==> src/common/lane_irq_pkg.sv <==
// Shared constants, register map and carrier types of the lane status block
package lane_irq_pkg;

   // ****************************************************************
   // Sizes
   // ****************************************************************
   localparam int NLINK = 2;
   localparam int PAGE_W = 1;
   localparam int ADDR_W = 12;
   localparam int DATA_W = 8;
   localparam int ILAS_LEN = 14;
   localparam int ILAS_IDX_W = 4;

   // ****************************************************************
   // Register offsets
   // ****************************************************************
   localparam logic [ADDR_W-1:0] ADDR_LINK_PAGE = 12'h300;
   localparam logic [ADDR_W-1:0] ADDR_CFG_FIRST = 12'h450;
   localparam logic [ADDR_W-1:0] ADDR_CFG_LAST = 12'h45d;
   localparam logic [ADDR_W-1:0] ADDR_LANE7_STATUS = 12'h4b7;
   localparam logic [ADDR_W-1:0] ADDR_IRQ_EN_A = 12'h4b8;
   localparam logic [ADDR_W-1:0] ADDR_IRQ_EN_B = 12'h4b9;

   // ****************************************************************
   // Reset values
   // ****************************************************************
   localparam logic [DATA_W-1:0] RST_STATUS = 8'h00;
   localparam logic [DATA_W-1:0] RST_IRQ_EN = 8'h00;
   localparam logic [DATA_W-1:0] RST_CFG = 8'h00;
   localparam logic [PAGE_W-1:0] RST_PAGE = 1'h0;
   localparam logic [DATA_W-1:0] READ_ZERO = 8'h00;

   // ****************************************************************
   // Field positions of lane7_link_status and link_irq_enable_a
   // ****************************************************************
   localparam int BIT_DISPARITY = 7;
   localparam int BIT_BAD_SYMBOL = 6;
   localparam int BIT_STRAY_CTRL = 5;
   localparam int BIT_DESKEW = 4;
   localparam int BIT_INIT_SYNC = 3;
   localparam int BIT_CHECKSUM = 2;
   localparam int BIT_FRAME_SYNC = 1;
   localparam int BIT_CG_SYNC = 0;
   // link_irq_enable_b
   localparam int BIT_CFG_MISMATCH = 0;

   // Event polarity: error flags fire on rise, sync flags on fall
   localparam logic [DATA_W-1:0] RISE_EVENTS = 8'he0;

   // Octet position of the transmitted checksum in the alignment data
   localparam logic [ILAS_IDX_W-1:0] CKSUM_IDX = 4'hd;
   localparam logic [ILAS_IDX_W-1:0] FIRST_IDX = 4'h0;

   // ****************************************************************
   // Carriers
   // ****************************************************************
   typedef struct packed {
      logic [DATA_W-1:0] disparity_errs;
      logic [DATA_W-1:0] bad_symbol_errs;
      logic [DATA_W-1:0] stray_ctrl_errs;
      logic deskew_ok;
      logic init_sync_ok;
      logic frame_sync_ok;
      logic codegroup_sync_ok;
   } lane_state_t;

   typedef struct packed {
      logic valid;
      logic [ILAS_IDX_W-1:0] idx;
      logic [DATA_W-1:0] octet;
   } ilas_octet_t;

   typedef logic [ILAS_LEN-1:0][DATA_W-1:0] cfg_bytes_t;

endpackage

==> src/logic/lane_irq_ctrl.sv <==
// Lane 7 status, alignment checks and paged interrupt enables for the links
// ****************************************************************
// What this block does
// Lane 7 bad-symbol flag is 1 when its count reaches the error limit.
// Lane 7 stray control flag is 1 when its count reaches the limit.
// Bit 4 shows deskew succeeded (1) or failed (0).
// Bit 3 shows initial lane sync achieved (1) or lost (0).
// Bit 2 shows the computed checksum correct (1) or wrong (0).
// Bit 1 shows frame sync achieved (1) or lost (0).
// Bit 0 shows code group sync; all status bits read-only, reset zero.
// Status and enable bits are banked per link, chosen by page register.
// Enable register A holds eight read/write enables, reset to zero.
// Checksum judged from transmitted checksum against sum of received data.
// Checksum judgement ignores the programmed expected checksum.
// Lane 0 flags mismatch if any received config differs from programmed.
// Link interrupt fires only for enabled events.
// ****************************************************************
`timescale 1ns/1ns
module lane_irq_ctrl (
   input wire logic I_MCLK, // 125 MHz clock
   input wire logic I_RST, // Sync reset, high
   input wire logic I_REG_WR, // Register write strobe
   input wire logic I_REG_RD, // Register read strobe
   input wire logic [lane_irq_pkg::ADDR_W-1:0] I_REG_ADDR, // Register address
   input wire logic [lane_irq_pkg::DATA_W-1:0] I_REG_WDATA, // Write data
   output logic [lane_irq_pkg::DATA_W-1:0] O_REG_RDATA, // Read data
   output logic O_REG_RVALID, // Read data valid
   input wire lane_irq_pkg::lane_state_t [lane_irq_pkg::NLINK-1:0] I_LANE7_STATE,  // Lane 7
   input wire lane_irq_pkg::ilas_octet_t [lane_irq_pkg::NLINK-1:0] I_LANE7_ILAS,   // Lane 7
   input wire lane_irq_pkg::ilas_octet_t [lane_irq_pkg::NLINK-1:0] I_LANE0_ILAS,   // Lane 0
   input wire logic [lane_irq_pkg::NLINK-1:0][lane_irq_pkg::DATA_W-1:0] I_ERROR_LIMIT, // Limit
   output logic [lane_irq_pkg::NLINK-1:0] O_LINK_IRQ // Interrupt pulse per link
);

   // ****************************************************************
   // Register storage
   // ****************************************************************
   logic [lane_irq_pkg::PAGE_W-1:0] link_page;
   logic [lane_irq_pkg::DATA_W-1:0] link_irq_enable_a [lane_irq_pkg::NLINK];
   logic irq_mask_config_mismatch [lane_irq_pkg::NLINK];
   logic [lane_irq_pkg::DATA_W-1:0] cfg_mem [lane_irq_pkg::NLINK][lane_irq_pkg::ILAS_LEN];

   // Per-link derived state
   logic [lane_irq_pkg::DATA_W-1:0] lane7_link_status [lane_irq_pkg::NLINK];
   logic [lane_irq_pkg::DATA_W-1:0] prev_status [lane_irq_pkg::NLINK];
   logic [lane_irq_pkg::NLINK-1:0] checksum_ok;
   logic [lane_irq_pkg::NLINK-1:0] mismatch;
   logic [lane_irq_pkg::NLINK-1:0] next_irq;

   // ****************************************************************
   // Address decode
   // ****************************************************************
   wire hit_page = (I_REG_ADDR == lane_irq_pkg::ADDR_LINK_PAGE);
   wire hit_status = (I_REG_ADDR == lane_irq_pkg::ADDR_LANE7_STATUS);
   wire hit_en_a = (I_REG_ADDR == lane_irq_pkg::ADDR_IRQ_EN_A);
   wire hit_en_b = (I_REG_ADDR == lane_irq_pkg::ADDR_IRQ_EN_B);
   wire hit_cfg = (I_REG_ADDR >= lane_irq_pkg::ADDR_CFG_FIRST)
                  && (I_REG_ADDR <= lane_irq_pkg::ADDR_CFG_LAST);
   wire [lane_irq_pkg::ADDR_W-1:0] cfg_off = I_REG_ADDR - lane_irq_pkg::ADDR_CFG_FIRST;
   wire [lane_irq_pkg::ILAS_IDX_W-1:0] cfg_idx = cfg_off[lane_irq_pkg::ILAS_IDX_W-1:0];

   wire wr_page = I_REG_WR && hit_page;
   wire wr_en_a = I_REG_WR && hit_en_a;
   wire wr_en_b = I_REG_WR && hit_en_b;
   wire wr_cfg = I_REG_WR && hit_cfg;
   // Status register is read-only: writes to it fall through untouched

   // ****************************************************************
   // Read selection, banked registers from the selected bank
   // ****************************************************************
   wire [lane_irq_pkg::DATA_W-1:0] rd_page =
      {{(lane_irq_pkg::DATA_W-lane_irq_pkg::PAGE_W){1'b0}}, link_page};
   wire [lane_irq_pkg::DATA_W-1:0] rd_status = lane7_link_status[link_page];
   wire [lane_irq_pkg::DATA_W-1:0] rd_en_a = link_irq_enable_a[link_page];
   // Upper bits of enable B are reserved and read as zero
   wire [lane_irq_pkg::DATA_W-1:0] rd_en_b =
      {{(lane_irq_pkg::DATA_W-1){1'b0}}, irq_mask_config_mismatch[link_page]};
   wire [lane_irq_pkg::DATA_W-1:0] rd_cfg = cfg_mem[link_page][cfg_idx];

   wire [lane_irq_pkg::DATA_W-1:0] rd_mux =
      hit_page   ? rd_page :
      hit_status ? rd_status :
      hit_en_a   ? rd_en_a :
      hit_en_b   ? rd_en_b :
      hit_cfg    ? rd_cfg :
      lane_irq_pkg::READ_ZERO;

   // ****************************************************************
   // Page and read-back registers
   // ****************************************************************
   always_ff @(posedge I_MCLK) begin
      if (I_RST) begin
         link_page <= lane_irq_pkg::RST_PAGE;
      end else if (wr_page) begin
         link_page <= I_REG_WDATA[lane_irq_pkg::PAGE_W-1:0];
      end
   end

   always_ff @(posedge I_MCLK) begin
      if (I_RST) begin
         O_REG_RDATA <= lane_irq_pkg::READ_ZERO;
         O_REG_RVALID <= 1'b0;
      end else begin
         O_REG_RVALID <= I_REG_RD;
         O_REG_RDATA <= I_REG_RD ? rd_mux : lane_irq_pkg::READ_ZERO;
      end
   end

   // ****************************************************************
   // Per-link banks, checks and interrupt
   // ****************************************************************
   genvar l;
   generate
      for (l = 0; l < lane_irq_pkg::NLINK; l++) begin : g_link
         wire sel = (link_page == (lane_irq_pkg::PAGE_W)'(l));
         lane_irq_pkg::cfg_bytes_t expected;
         logic [lane_irq_pkg::DATA_W-1:0] ev_a;
         logic cksum_done;
         logic cksum_bad;

         for (genvar k = 0; k < lane_irq_pkg::ILAS_LEN; k++) begin : g_cfg
            assign expected[k] = cfg_mem[l][k];
            wire wr_here = wr_cfg && sel
                           && (cfg_idx == (lane_irq_pkg::ILAS_IDX_W)'(k));
            always_ff @(posedge I_MCLK) begin
               if (I_RST) begin
                  cfg_mem[l][k] <= lane_irq_pkg::RST_CFG;
               end else if (wr_here) begin
                  cfg_mem[l][k] <= I_REG_WDATA;
               end
            end
         end

         always_ff @(posedge I_MCLK) begin
            if (I_RST) begin
               link_irq_enable_a[l] <= lane_irq_pkg::RST_IRQ_EN;
               irq_mask_config_mismatch[l] <= 1'b0;
            end else begin
               if (wr_en_a && sel) begin
                  link_irq_enable_a[l] <= I_REG_WDATA;
               end
               if (wr_en_b && sel) begin
                  irq_mask_config_mismatch[l] <=
                     I_REG_WDATA[lane_irq_pkg::BIT_CFG_MISMATCH];
               end
            end
         end

         // Lane 7 judges its own checksum only; expected compare is off
         ilas_checker u_lane7_check (
            .i_clk(I_MCLK),
            .i_rst(I_RST),
            .i_ilas(I_LANE7_ILAS[l]),
            .i_expected(expected),
            .i_compare_en(1'b0),
            .o_checksum_ok(checksum_ok[l]),
            .o_done(cksum_done),
            .o_mismatch()
         );

         // Lane 0 is the only lane checked against programmed config
         ilas_checker u_lane0_check (
            .i_clk(I_MCLK),
            .i_rst(I_RST),
            .i_ilas(I_LANE0_ILAS[l]),
            .i_expected(expected),
            .i_compare_en(1'b1),
            .o_checksum_ok(),
            .o_done(),
            .o_mismatch(mismatch[l])
         );

         lane_status_flags u_flags (
            .i_clk(I_MCLK),
            .i_rst(I_RST),
            .i_state(I_LANE7_STATE[l]),
            .i_limit(I_ERROR_LIMIT[l]),
            .i_checksum_ok(checksum_ok[l]),
            .o_status(lane7_link_status[l])
         );

         always_ff @(posedge I_MCLK) begin
            if (I_RST) begin
               prev_status[l] <= lane_irq_pkg::RST_STATUS;
            end else begin
               prev_status[l] <= lane7_link_status[l];
            end
         end

         // Error flags fire on crossing the limit, sync flags on loss
         assign cksum_bad = cksum_done && !checksum_ok[l];
         always_comb begin
            ev_a = (lane7_link_status[l] & ~prev_status[l] & lane_irq_pkg::RISE_EVENTS)
                   | (~lane7_link_status[l] & prev_status[l] & ~lane_irq_pkg::RISE_EVENTS);
            // Checksum judged per sequence, so a repeated bad result fires again
            ev_a[lane_irq_pkg::BIT_CHECKSUM] = cksum_bad;
         end

         // Masked events never reach the pin
         assign next_irq[l] = (|(ev_a & link_irq_enable_a[l]))
                              | (mismatch[l] & irq_mask_config_mismatch[l]);
      end
   endgenerate

   always_ff @(posedge I_MCLK) begin
      if (I_RST) begin
         O_LINK_IRQ <= '0;
      end else begin
         O_LINK_IRQ <= next_irq;
      end
   end

endmodule

==> src/logic/lane_status_flags.sv <==
// Builds one link's lane 7 status byte from counts, limit and sync levels
`timescale 1ns/1ns
module lane_status_flags (
   input wire logic i_clk, // System clock
   input wire logic i_rst, // Synchronous reset
   input wire lane_irq_pkg::lane_state_t i_state, // Lane 7 receiver state
   input wire logic [lane_irq_pkg::DATA_W-1:0] i_limit, // Error threshold
   input wire logic i_checksum_ok, // Checksum judgement
   output logic [lane_irq_pkg::DATA_W-1:0] o_status // Status byte
);

   logic [lane_irq_pkg::DATA_W-1:0] next_status;

   // ****************************************************************
   // Flag assembly
   // ****************************************************************
   always_comb begin
      next_status = lane_irq_pkg::RST_STATUS;
      next_status[lane_irq_pkg::BIT_DISPARITY] = (i_state.disparity_errs >= i_limit);
      next_status[lane_irq_pkg::BIT_BAD_SYMBOL] = (i_state.bad_symbol_errs >= i_limit);
      next_status[lane_irq_pkg::BIT_STRAY_CTRL] = (i_state.stray_ctrl_errs >= i_limit);
      next_status[lane_irq_pkg::BIT_DESKEW] = i_state.deskew_ok;
      next_status[lane_irq_pkg::BIT_INIT_SYNC] = i_state.init_sync_ok;
      next_status[lane_irq_pkg::BIT_CHECKSUM] = i_checksum_ok;
      next_status[lane_irq_pkg::BIT_FRAME_SYNC] = i_state.frame_sync_ok;
      next_status[lane_irq_pkg::BIT_CG_SYNC] = i_state.codegroup_sync_ok;
   end

   always_ff @(posedge i_clk) begin
      if (i_rst) begin
         o_status <= lane_irq_pkg::RST_STATUS;
      end else begin
         o_status <= next_status;
      end
   end

endmodule

==> src/logic/ilas_checker.sv <==
// Judges one lane's alignment data: own checksum and optional expected compare
`timescale 1ns/1ns
module ilas_checker (
   input wire logic i_clk, // System clock
   input wire logic i_rst, // Synchronous reset
   input wire lane_irq_pkg::ilas_octet_t i_ilas, // Received octet
   input wire lane_irq_pkg::cfg_bytes_t i_expected, // Programmed config
   input wire logic i_compare_en, // Enable expected compare
   output logic o_checksum_ok, // Level, last result
   output logic o_done, // Pulse, sequence ended
   output logic o_mismatch // Pulse, config differs
);

   logic [lane_irq_pkg::DATA_W-1:0] sum;
   logic differs;
   wire is_first = i_ilas.valid && (i_ilas.idx == lane_irq_pkg::FIRST_IDX);
   wire is_cksum = i_ilas.valid && (i_ilas.idx == lane_irq_pkg::CKSUM_IDX);
   wire [lane_irq_pkg::DATA_W-1:0] base = is_first ? lane_irq_pkg::READ_ZERO : sum;
   wire octet_differs = i_compare_en && (i_ilas.octet != i_expected[i_ilas.idx]);
   wire diff_so_far = (is_first ? 1'b0 : differs) | octet_differs;
   // Only transmitted octets feed the sum; the programmed checksum never does
   wire cksum_good = (base == i_ilas.octet);

   // ****************************************************************
   // Accumulate and judge
   // ****************************************************************
   always_ff @(posedge i_clk) begin
      if (i_rst) begin
         sum <= lane_irq_pkg::READ_ZERO;
         differs <= 1'b0;
         o_checksum_ok <= 1'b0;
         o_done <= 1'b0;
         o_mismatch <= 1'b0;
      end else begin
         o_done <= is_cksum;
         o_mismatch <= is_cksum && diff_so_far;
         if (i_ilas.valid && !is_cksum) begin
            sum <= base + i_ilas.octet;
            differs <= diff_so_far;
         end
         if (is_cksum) begin
            o_checksum_ok <= cksum_good;
         end
      end
   end

endmodule

==> config.mk <==
export PLATFORM = sky130hd
export DESIGN_NAME = lane_irq_ctrl
export DESIGN_NICKNAME = d
export VERILOG_FILES = /design/src/common/lane_irq_pkg.sv /design/src/logic/lane_irq_ctrl.sv /design/src/logic/lane_status_flags.sv /design/src/logic/ilas_checker.sv
export SDC_FILE = /design/constraint.sdc
export NUM_CORES = 1
export LEC_CHECK = 0
export CAP_MARGIN = 20
export CORE_MARGIN = 10
export CORE_UTILIZATION = 30
export CTS_BUF_LIST = sky130_fd_sc_hd__clkbuf_2
export CTS_CLUSTER_DIAMETER = 80
export CTS_CLUSTER_SIZE = 20
export DETAILED_ROUTE_END_ITERATION = 10
export DONT_BUFFER_PORTS = 1
export SYNTH_ARGS = -nofsm -noshare
export SYNTH_HDL_FRONTEND = slang
export SYNTH_HIERARCHICAL = 1
export SYNTH_SLANG_ARGS = --single-unit
==> constraint.sdc <==
create_clock -name I_MCLK -period 3.97 [get_ports I_MCLK]
set_clock_uncertainty 0.05 [all_clocks]
set_input_delay 0.794 -clock I_MCLK [delete_from_list [all_inputs] [get_ports I_MCLK]]
set_output_delay 0.794 -clock I_MCLK [all_outputs]
set_load 0.02 [all_outputs]
==> results of run 1 <==
[flip-flops by register name, indices dropped and copies added (netlist names), 8 cells and up, named ones only]
signal,count
O_REG_RDATA,8
cfg_mem,224
g_link.u_flags/o_status,16
g_link.u_lane7_check/sum,16
link_irq_enable_a,16
prev_status,14
[power by group through the flow]
stage          clock network, mW  logic, mW  registers (mW)
5_1_grt                     1.66      0.962            3.74
3_3_place_gp                   0      0.756            3.78
2_1_floorplan                  0      0.665            3.74
4_1_cts                     1.57      0.887            3.72
3_5_place_dp                   0      0.766            3.79
6_report                    1.53      0.896            3.72
[cell type report]
cell class              count  area share, %
inverters                  47         0.8959
diodes                      2        0.02541
clock inverters             8         0.6862
clock buffers              32         0.8133
well taps                 782          4.969
multi-input cells        1058          44.34
repair buffers             84          4.537
flip-flops and latches    309          43.73
[metal layers]
| layer | GRT usage (%) | wire (µm) | vias to the layer above |
|---|---|---|---|
| met1 | 20.82 | 24280 | 6389 |
| met2 | 27.64 | 29020 | 563 |
| li1 | - | - | 5627 |
| met4 | 5.791 | 2037 | 6 |
| met3 | 3.589 | 5247 | 94 |
| met5 | 0 | 45 | - |
[per-stage QoR]
| stage | worst slack, ns | power [mW] | cells |
|---|---|---|---|
| final | 0.2101 | 6.151 | 2322 |
| after global routing | 0.08025 | 6.359 | 2322 |
| after CTS | 0.1989 | 6.173 | 2319 |
| after detailed placement | 0.2175 | 4.552 | 2213 |
| after global placement | 0.3348 | 4.538 | 2213 |
| after floorplan | 0.2513 | 4.401 | 1532 |
[worst max-delay path, cell delays in order]
cell,delay [ns]
dlygate4sd3_1,0.57
nor4_2,0.41
nand2_1,0.20
buf_4,0.20
and2_1,0.15
ha_1,0.35
nor4_1,0.32
nand2_1,0.11
or3_1,0.36
dlygate4sd3_1,0.56
a21oi_1,0.11
dlygate4sd3_1,0.55
[path summary, 6_finish.rpt]
check / start / to / slack [ns] / cells past startpoint
worst min register to register: g_link[1].u_lane7_check/sum[3]$_SDFFE_PP0P_ / g_link[1].u_lane7_check/sum[3]$_SDFFE_PP0P_ / 0.41 / 2
worst max register to register: g_link[1].sel$_SDFFE_PP0P_ / cfg_mem[0][10]$_SDFFCE_PN0P_ / 0.74 / 6
worst min-delay path: I_REG_WDATA[5] / cfg_mem[0][85]$_SDFFCE_PN0P_ / 0.03 / 2
worst max-delay path: I_LANE7_ILAS[8] / g_link[0].u_lane7_check/o_checksum_ok$_SDFFE_PP0P_ / 0.21 / 12
[repair_timing]
item / in CTS / in global routing
setup endpoints to repair: 0 / 1
hold buffers: 66 / 0
resized for setup: 0 / 1
endpoints found under the hold margin: 281 / 0
==> run metrics, run 1 <==
Die ar.=about 0.07 mm²; initial antenna violation count=5; Worst Max-Slew Pin Slew=roughly 0.9 ns; Layout Area Growth over Synthesis=8.627%; sum of negative setup slack=0 ns; Die H=265.8 µm; fmax=~270 MHz; Post-Synthesis Cell Area=~0.018 mm²; CTS Buffer Depth=3; Leak=between 7 and 8 nW; sequential power share=60.5%; clk_lat worst skew=1.09 ns; area of the multi-input gates=about 0.0087 mm²; CP max FO=7; startpoint types=input port; Slew HR=~39%; Internal Power=between 4 and 5 mW; Setup CP Type=input port to register; Die Width=between 200 and 300 µm; vias in the first global route=12,570; total number of vias=between 10,000 and 15,000; Power Density=312.3 mW/mm²; first-pass GRT wire length=87,800 µm; part of the cycle the worst path needs=94.71%; Post-CTS Setup Bufs=0; effective utilization at floorplan=between 30% and 40%; Max-cap violations=0; Worst Setup End Kind=register; DRC=0; share of layout cells above drive strength 1=between 10 and 15%; DR WL/cell=between 20 and 30 µm; Post-Synthesis Cells=1,529; final global-route overflow total=0; Critical Path AT=roughly 4.7 ns; GPL Wtd Cong=0.9308; Hold Slack=between 0.02 and 0.03 ns; clock network power share=24.9%; H-tree Lvls=1; Fillers=approximately 6,000; RSZ-0062 raised after global routing=false; Placement Rows=90; Combinational Power Share=around 15%; TritonCTS clock tree=yes; Root Buffer=clkbuf_2; CTS sink cnt=approximately 310; IO Port Bufs=0; largest net degree at the start of global routing=65; outcome=finished, final reports clean; initial DRC count=about 1,300; endpoints failing setup=0; Inserted Clock Buffers=22; I/O pin total=about 160; post-route ant nets=0; Period minus WS final=3.760 ns; DP HPWL=between 40,000 and 50,000 µm; Sequential Area=0.008612 mm²; placed cell area=~0.019 mm²; max-slew violation count=0; Post-Route WL=between 60,000 and 70,000 µm; worst vdd ir=about 0.16 mV; Worst-path clk slew=slightly above 0.4 ns; worst min-delay path category=input port to register; leading cell type in the layout, fill and taps excluded=edfxtp_1; post-route design area=0.01969 mm²; final number of hold-violating endpoints=0; Core Footprint=around 0.06 mm²; fin util=about 33%; Vias/cell=around 5.5; leading cell types in the layout, fill and taps excluded=edfxtp_1 (242), and2_1 (226), nor2_1 (101); gr usage total=approximately 17%; Layout Nets=~1,700; first drt pass iteration count=7; CP required=4.88 ns; YS warnings=6; switch share=28.10%; Avg Cell Area, Syn=between 10 and 15 µm²; Sw Pwr=approximately 1.7 mW
Note: power is estimated with default switching activity, not from simulation.
==> inputs of run 2 (changes only) <==
--- a/config.mk
+++ b/config.mk
@@ -5,6 +5,7 @@
 export SDC_FILE = /design/constraint.sdc
 export NUM_CORES = 1
 export LEC_CHECK = 0
+export ABC_AREA = 1
 export CAP_MARGIN = 20
 export CORE_MARGIN = 10
 export CORE_UTILIZATION = 30
==> run 2 against run 1 <==
  * Highest routed layer is now met4
  * Maximum frequency increased by 35%
  * Global-route usage increased by 0.93 points
  * Die area increased by 1.8%
  * Setup slack improved by 0.98 ns
  * Core utilization decreased by 0.82 points
  * Critical endpoint is now O_REG_RDATA[7]$_SDFF_PP0_
  * Critical path type is now register to register
==> run metrics, run 2 <==
GPL Wtd Cong=0.9516 (+2.2%); initial antenna violation count=2 (-3); Max-cap violations=0 (unchanged); post-route design area=0.01938 mm² (-1.6%); gr usage total=17.49% (+0.93 points); Fillers=6,516 (+8.0%); initial DRC count=1,923 (+46%); sum of negative setup slack=0 ns (unchanged); Root Buffer=clkbuf_2; startpoint types=register; final global-route overflow total=0 (unchanged); largest net degree at the start of global routing=96 (+48%); Die ar.=0.07196 mm² (+1.8%); clk_lat worst skew=1.08 ns (about the same); worst min-delay path category=input port to register; Period minus WS final=2.784 ns (-0.9761 ns); Power Density=305.8 mW/mm² (-2.1%); CTS sink cnt=309 (unchanged); vias in the first global route=15,320 (+22%); CP Buf/Inv Count=2 (-2); IO Port Bufs=0 (unchanged); dpl cells=3,104 (+40%); DR WL/cell=20.60 µm (-21%); CTS Buffer Depth=3 (unchanged); YS warnings=6 (unchanged); Vias/cell=5.058 (-7.4%); final number of hold-violating endpoints=0 (unchanged); I/O pin total=159 (unchanged); area of the multi-input gates=0.008229 mm² (-5.8%); Post-Route WL=65,190 µm (+7.5%); DP HPWL=48,230 µm (+11%); total number of vias=16,010 (+26%); Post-CTS Setup Bufs=0 (unchanged); Worst Setup End Kind=register; RSZ-0062 raised after global routing=false; first-pass GRT wire length=94,160 µm (+7.2%); first drt pass iteration count=6 (-1); effective utilization at floorplan=30.46% (+0.31 points); slowest stage cell, crit path=dfxtp_4; endpoints failing setup=0 (unchanged); Top delay family on crit path=compound AO/OA/AOI/OAI gates; Post-Synthesis Cells=2,437 (+59%); TritonCTS clock tree=yes; Core Footprint=0.06070 mm² (+0.94%); Sequential Area=0.008612 mm² (unchanged); DRC=0 (unchanged); Placement Rows=90 (unchanged); CP required=4.76 ns (-0.12 ns); Layout Area Growth over Synthesis=4.825%; Die H=268.3 µm (+0.92%); outcome=finished, final reports clean; largest register by flop count=cfg_mem; Slew HR=26.94% (-12 points); post-route ant nets=0 (unchanged); Leak=8.363 nW (+19%); Inserted Clock Buffers=20 (-9.1%); share of layout cells above drive strength 1=5.040% (-8.9 points); Post-Layout Cell Count=3,165 (+36%); Layout Nets=2,580 (+49%); CTS resizes=0 (unchanged); Setup CP Type=register to register; worst-path cell chain=inv_2, buf_4, nand2_1, a32o_1, o21ai_1, nand3_1, a21oi_1; Avg Cell Area, Syn=7.587 µm² (-36%); Worst Max-Slew Pin Slew=1.095 ns (+0.1766 ns); Critical Path AT=3.57 ns (-1.10 ns); CP max FO=35 (+28); Die Width=268.3 µm (+0.92%); max-slew violation count=0 (unchanged); Post-Synthesis Cell Area=0.01849 mm² (+2.0%); worst vdd ir=0.1946 mV (+21%); leading cell type in the layout, fill and taps excluded=nand2_1; leading cell types in the layout, fill and taps excluded=nand2_1 (721), nor2_1 (460), edfxtp_1 (242); H-tree Lvls=1 (unchanged); part of the cycle the worst path needs=70.12% (-25 points); Worst-path clk slew=0.37 ns (-0.04 ns); placed cell area=0.01890 mm² (+1.4%); fmax=359.2 MHz (+35%); crit-path max cell delay=0.53 ns (-0.04 ns); max reg flops=224 (unchanged)
## run 2: per-stage QoR
stage                     util [%]  power, mW  setup slack (ns)  hold slack, ns
after floorplan                  -      4.380             1.105          0.3634
after global placement       31.14      4.591             1.053          0.3906
after detailed placement     31.14      4.597            0.9939          0.4003
after CTS                    31.92      5.931             1.308        0.008107
after global routing         31.93      6.170             1.087         0.01016
final                        31.93      5.927             1.186         0.05279
## run 2: layout make-up
cell class	instances	share of cell area (%)
diodes	2	0.02582
clock buffers	31	0.8005
clock inverters	4	0.3292
inverters	249	4.887
multi-input cells	1748	42.46
flip-flops and latches	309	44.44
well taps	782	5.048
repair buffers	40	2.014
## run 2: per-layer routing
layer  vias to the layer above  GRT usage, %  share of wire, %
li1                       7707             -                 -
met1                      7494         21.75                40
met2                       718         30.31                49
met3                        88         3.976               9.0
met4                         0         3.924               2.3
met5                         -             0                 0
## run 2: what timing repair did
item | 4_1_cts | 5_1_grt
hold endpoints to repair | 61 | 0
hold buffers | 24 | 0
endpoints found under the setup margin | 0 | 0
## run 2: path summary, 6_finish.rpt
| kind | from | endpoint | slack (ns) | depth (start not counted) |
|---|---|---|---|---|
| hold reg to reg | g_link[1].u_flags/o_status[6]$_SDFF_PP0_ | prev_status[1][6]$_SDFF_PP0_ | 0.42 | 2 |
| setup reg to reg | register | O_REG_RDATA[7]$_SDFF_PP0_ | 1.19 | 7 |
| setup / recovery | register | O_REG_RDATA[7]$_SDFF_PP0_ | 1.19 | 7 |
| hold / removal | I_LANE0_ILAS[22] | g_link[1].u_lane0_check/differs$_SDFFE_PP0P_ | 0.05 | 6 |
## run 2: tightest hold or removal path, cell delays in order
cell and delay (ns):
nor2_4 0.07, nand4_4 0.07, nand2_1 0.06, nand3_1 0.08, nand2_1 0.04, inv_1 0.04
## run 2: report_power, final
group	internal [mW]	total [mW]	switching, mW	leakage [nW]
Sequential	3.60	3.70	0.0978	3.05
Clock	0.286	1.35	1.06	0.159
Combinational	0.279	0.879	0.600	5.15
Total	4.17	5.93	1.76	8.36
==> inputs of run 3 (changes only) <==
--- a/config.mk
+++ b/config.mk
@@ -5,7 +5,7 @@
 export SDC_FILE = /design/constraint.sdc
 export NUM_CORES = 1
 export LEC_CHECK = 0
-export ABC_AREA = 1
+export ABC_AREA = 0
 export CAP_MARGIN = 20
 export CORE_MARGIN = 10
 export CORE_UTILIZATION = 30
==> constraint.sdc (replaced) <==
create_clock -name I_MCLK -period 2.5 [get_ports I_MCLK]
set_clock_uncertainty 0.05 [all_clocks]
set_input_delay 0.5 -clock I_MCLK [delete_from_list [all_inputs] [get_ports I_MCLK]]
set_output_delay 0.5 -clock I_MCLK [all_outputs]
set_load 0.02 [all_outputs]
==> run 3 against run 2 <==
  * The flow now finishes with violations (setup timing)
  * Core utilization rose by 5.5 points
  * Setup slack got worse by 1.2 ns
  * Die area fell by 1.8%
  * Sequential power rose by 60%
  * Count of clock-buffer cells in the layout did not move
  * Sequential cell count did not move
  * Hold slack improved by 0.018 ns
  * Sequential share of layout area fell by 6.1 points
  * Maximum frequency rose by 11%
  * Routed wire length rose by 0.24%
  * Critical path depth rose by 1
  * Power rose by 74%
  * Largest cell class is now multi-input gates
==> run metrics, run 3 (same netlist as run 1, synthesis figures left out) <==
PnR worst setup slack=-0.007567 ns (-1.194 ns); endpoints failing setup=1 (+1); CTS Buffer Depth=3 (unchanged); final number of hold-violating endpoints=0 (unchanged); DR WL/cell=25.45 µm (+24%); r2r setup slk=-0.008 ns (-1.19 ns); Die Width=265.8 µm (-0.91%); GPL Wtd Cong=0.8957 (-5.9%); Top Usage Layer GRT=met2; Layout Nets=1,975 (-23%); leading cell type in the layout, fill and taps excluded=edfxtp_1; first drt pass iteration count=6 (unchanged); largest net degree at the start of global routing=63 (-34%); Post-Route WL=65,350 µm (+0.24%); sequential power share=57.2% (-5.3 points); startpoint types=register; worst vdd ir=0.2678 mV (+38%); Layout Area Growth over Synthesis=24.09%; Sw Pwr=3.014 mW (+72%); TritonCTS clock tree=yes; Internal Power=7.309 mW (+75%); CP required=3.51 ns (-1.25 ns); Worst Max-Slew Pin Slew=1.043 ns (-0.05181 ns); initial antenna violation count=9 (+7); total number of vias=13,810 (-14%); placed cell area=0.01995 mm² (+5.6%); failing checks=setup timing; I/O pin total=159 (unchanged); Vias/cell=5.378 (+6.3%); met1 Usage GRT=22.44% (+0.70 points); M2 GR Usage=30.37% (+0.062 points); first-pass GRT wire length=94,760 µm (+0.64%); fmax=398.8 MHz (+11%); Power Density=458.9 mW/mm² (+50%); Slew HR=30.25% (+3.3 points); Worst-path clk slew=0.37 ns (about the same); clock network power share=24.2% (+1.5 points); IO Port Bufs=0 (unchanged); share of layout cells above drive strength 1=20.27% (+15 points); Max-cap violations=0 (unchanged); Worst Setup End Kind=register; Die H=265.8 µm (-0.91%); Combinational Power Share=18.6% (+3.8 points); gr usage total=17.93% (+0.44 points); switch share=29.20% (-0.44 points); Leak=8.444 nW (+0.97%); largest register by flop count=cfg_mem; Placement Rows=90 (unchanged); Core Footprint=0.06013 mm² (-0.93%); part of the cycle the worst path needs=100.3% (+30 points); initial DRC count=1,425 (-26%); post-route design area=0.02250 mm² (+16%); post-route ant nets=0 (unchanged); Period minus WS final=2.508 ns (-0.2762 ns); H-tree Lvls=1 (unchanged); leading cell types in the layout, fill and taps excluded=edfxtp_1 (242), and2_1 (225), dlygate4sd3_1 (190); vias in the first global route=14,060 (-8.2%); worst min-delay path category=input port to register; Critical Path AT=3.52 ns (-0.05 ns); Root Buffer=clkbuf_2; GR Util met3=4.004% (+0.028 points); Inserted Clock Buffers=24 (+20%); fin util=37.41% (+5.5 points); CTS sink cnt=309 (unchanged); max reg flops=224 (unchanged); total power=10.32 mW (+74%); Fillers=5,832 (-10%); effective utilization at floorplan=30.15% (-0.31 points); DP HPWL=44,360 µm (-8.0%); Die ar.=0.07066 mm² (-1.8%); dpl ws=-0.4999 ns (-1.494 ns); DRC=0 (unchanged); Hold Slack=0.07045 ns (+0.01766 ns); outcome=complete, but fails checks; final global-route overflow total=0 (unchanged); CP max FO=2 (-94%); clk_lat worst skew=1.11 ns (+0.03 ns); max-slew violation count=0 (unchanged); Setup CP Type=register to register
==> run 3: per-stage QoR <==
stage,cells,setup TNS (ns)
finish,2568,-0.007567
global route,2565,-0.1501
CTS,2564,0
detailed placement,2318,-2.182
global placement,2318,-1.555
floorplan,1532,-1.508
==> run 3: worst paths after layout <==
| kind | start | to | cells past startpoint |
|---|---|---|---|
| min reg2reg | g_link[1].u_lane7_check/sum[6]$_SDFFE_PP0P_ | g_link[1].u_lane7_check/sum[6]$_SDFFE_PP0P_ | 2 |
| max reg2reg | cfg_mem[0][30]$_SDFFCE_PN0P_ | g_link[0].u_lane0_check/differs$_SDFFE_PP0P_ | 8 |
| max | cfg_mem[0][30]$_SDFFCE_PN0P_ | g_link[0].u_lane0_check/differs$_SDFFE_PP0P_ | 8 |
| min | I_LANE0_ILAS[9] | g_link[0].u_lane0_check/o_mismatch$_SDFF_PP0_ | 6 |
==> run 3: timing repair <==
action	4_1_cts	5_1_grt
buffers inserted	0	1
hold buffers	202	2
endpoints found under the setup margin	0	36
gates resized for setup	0	27
endpoints found under the hold margin	551	25
==> run 3: power by group through the flow <==
stage	registers [mW]	clock network (mW)	logic, mW
finish	5.91	2.50	1.92
global route	5.93	2.75	2.04
CTS	5.90	2.55	1.86
detailed placement	6.01	0	1.45
global placement	6.00	0	1.42
floorplan	5.93	0	1.09
==> run 3: layout make-up <==
cell class	count	area, µm²	share of cell area [%]
clock inverter	13	165.2	0.7341
sequential	309	8618	38.31
antenna	5	12.51	0.05562
multi-input combinational	1058	8957	39.82
tap	782	978.4	4.349
inverter	47	178.9	0.7953
timing repair buffer	323	3431	15.25
clock buffer	31	155.1	0.6897
==> run 3: critical path, cell delays in order, from the launching register on <==
cell and delay [ns]:
edfxtp_1 0.51, mux4_1 0.67, mux2i_2 0.32, buf_4 0.17, o21ai_1 0.06, xor2_1 0.15
a211oi_1 0.21, o2111a_2 0.30, o22ai_1 0.10
==> run 3: per-layer routing <==
metal	vias up	routed length [µm]	share of wire (%)
li1	6125	-	-
met1	6988	26040	40
met2	591	31750	49
met3	98	5637	8.6
met4	8	1862	2.8
met5	-	58	0.089
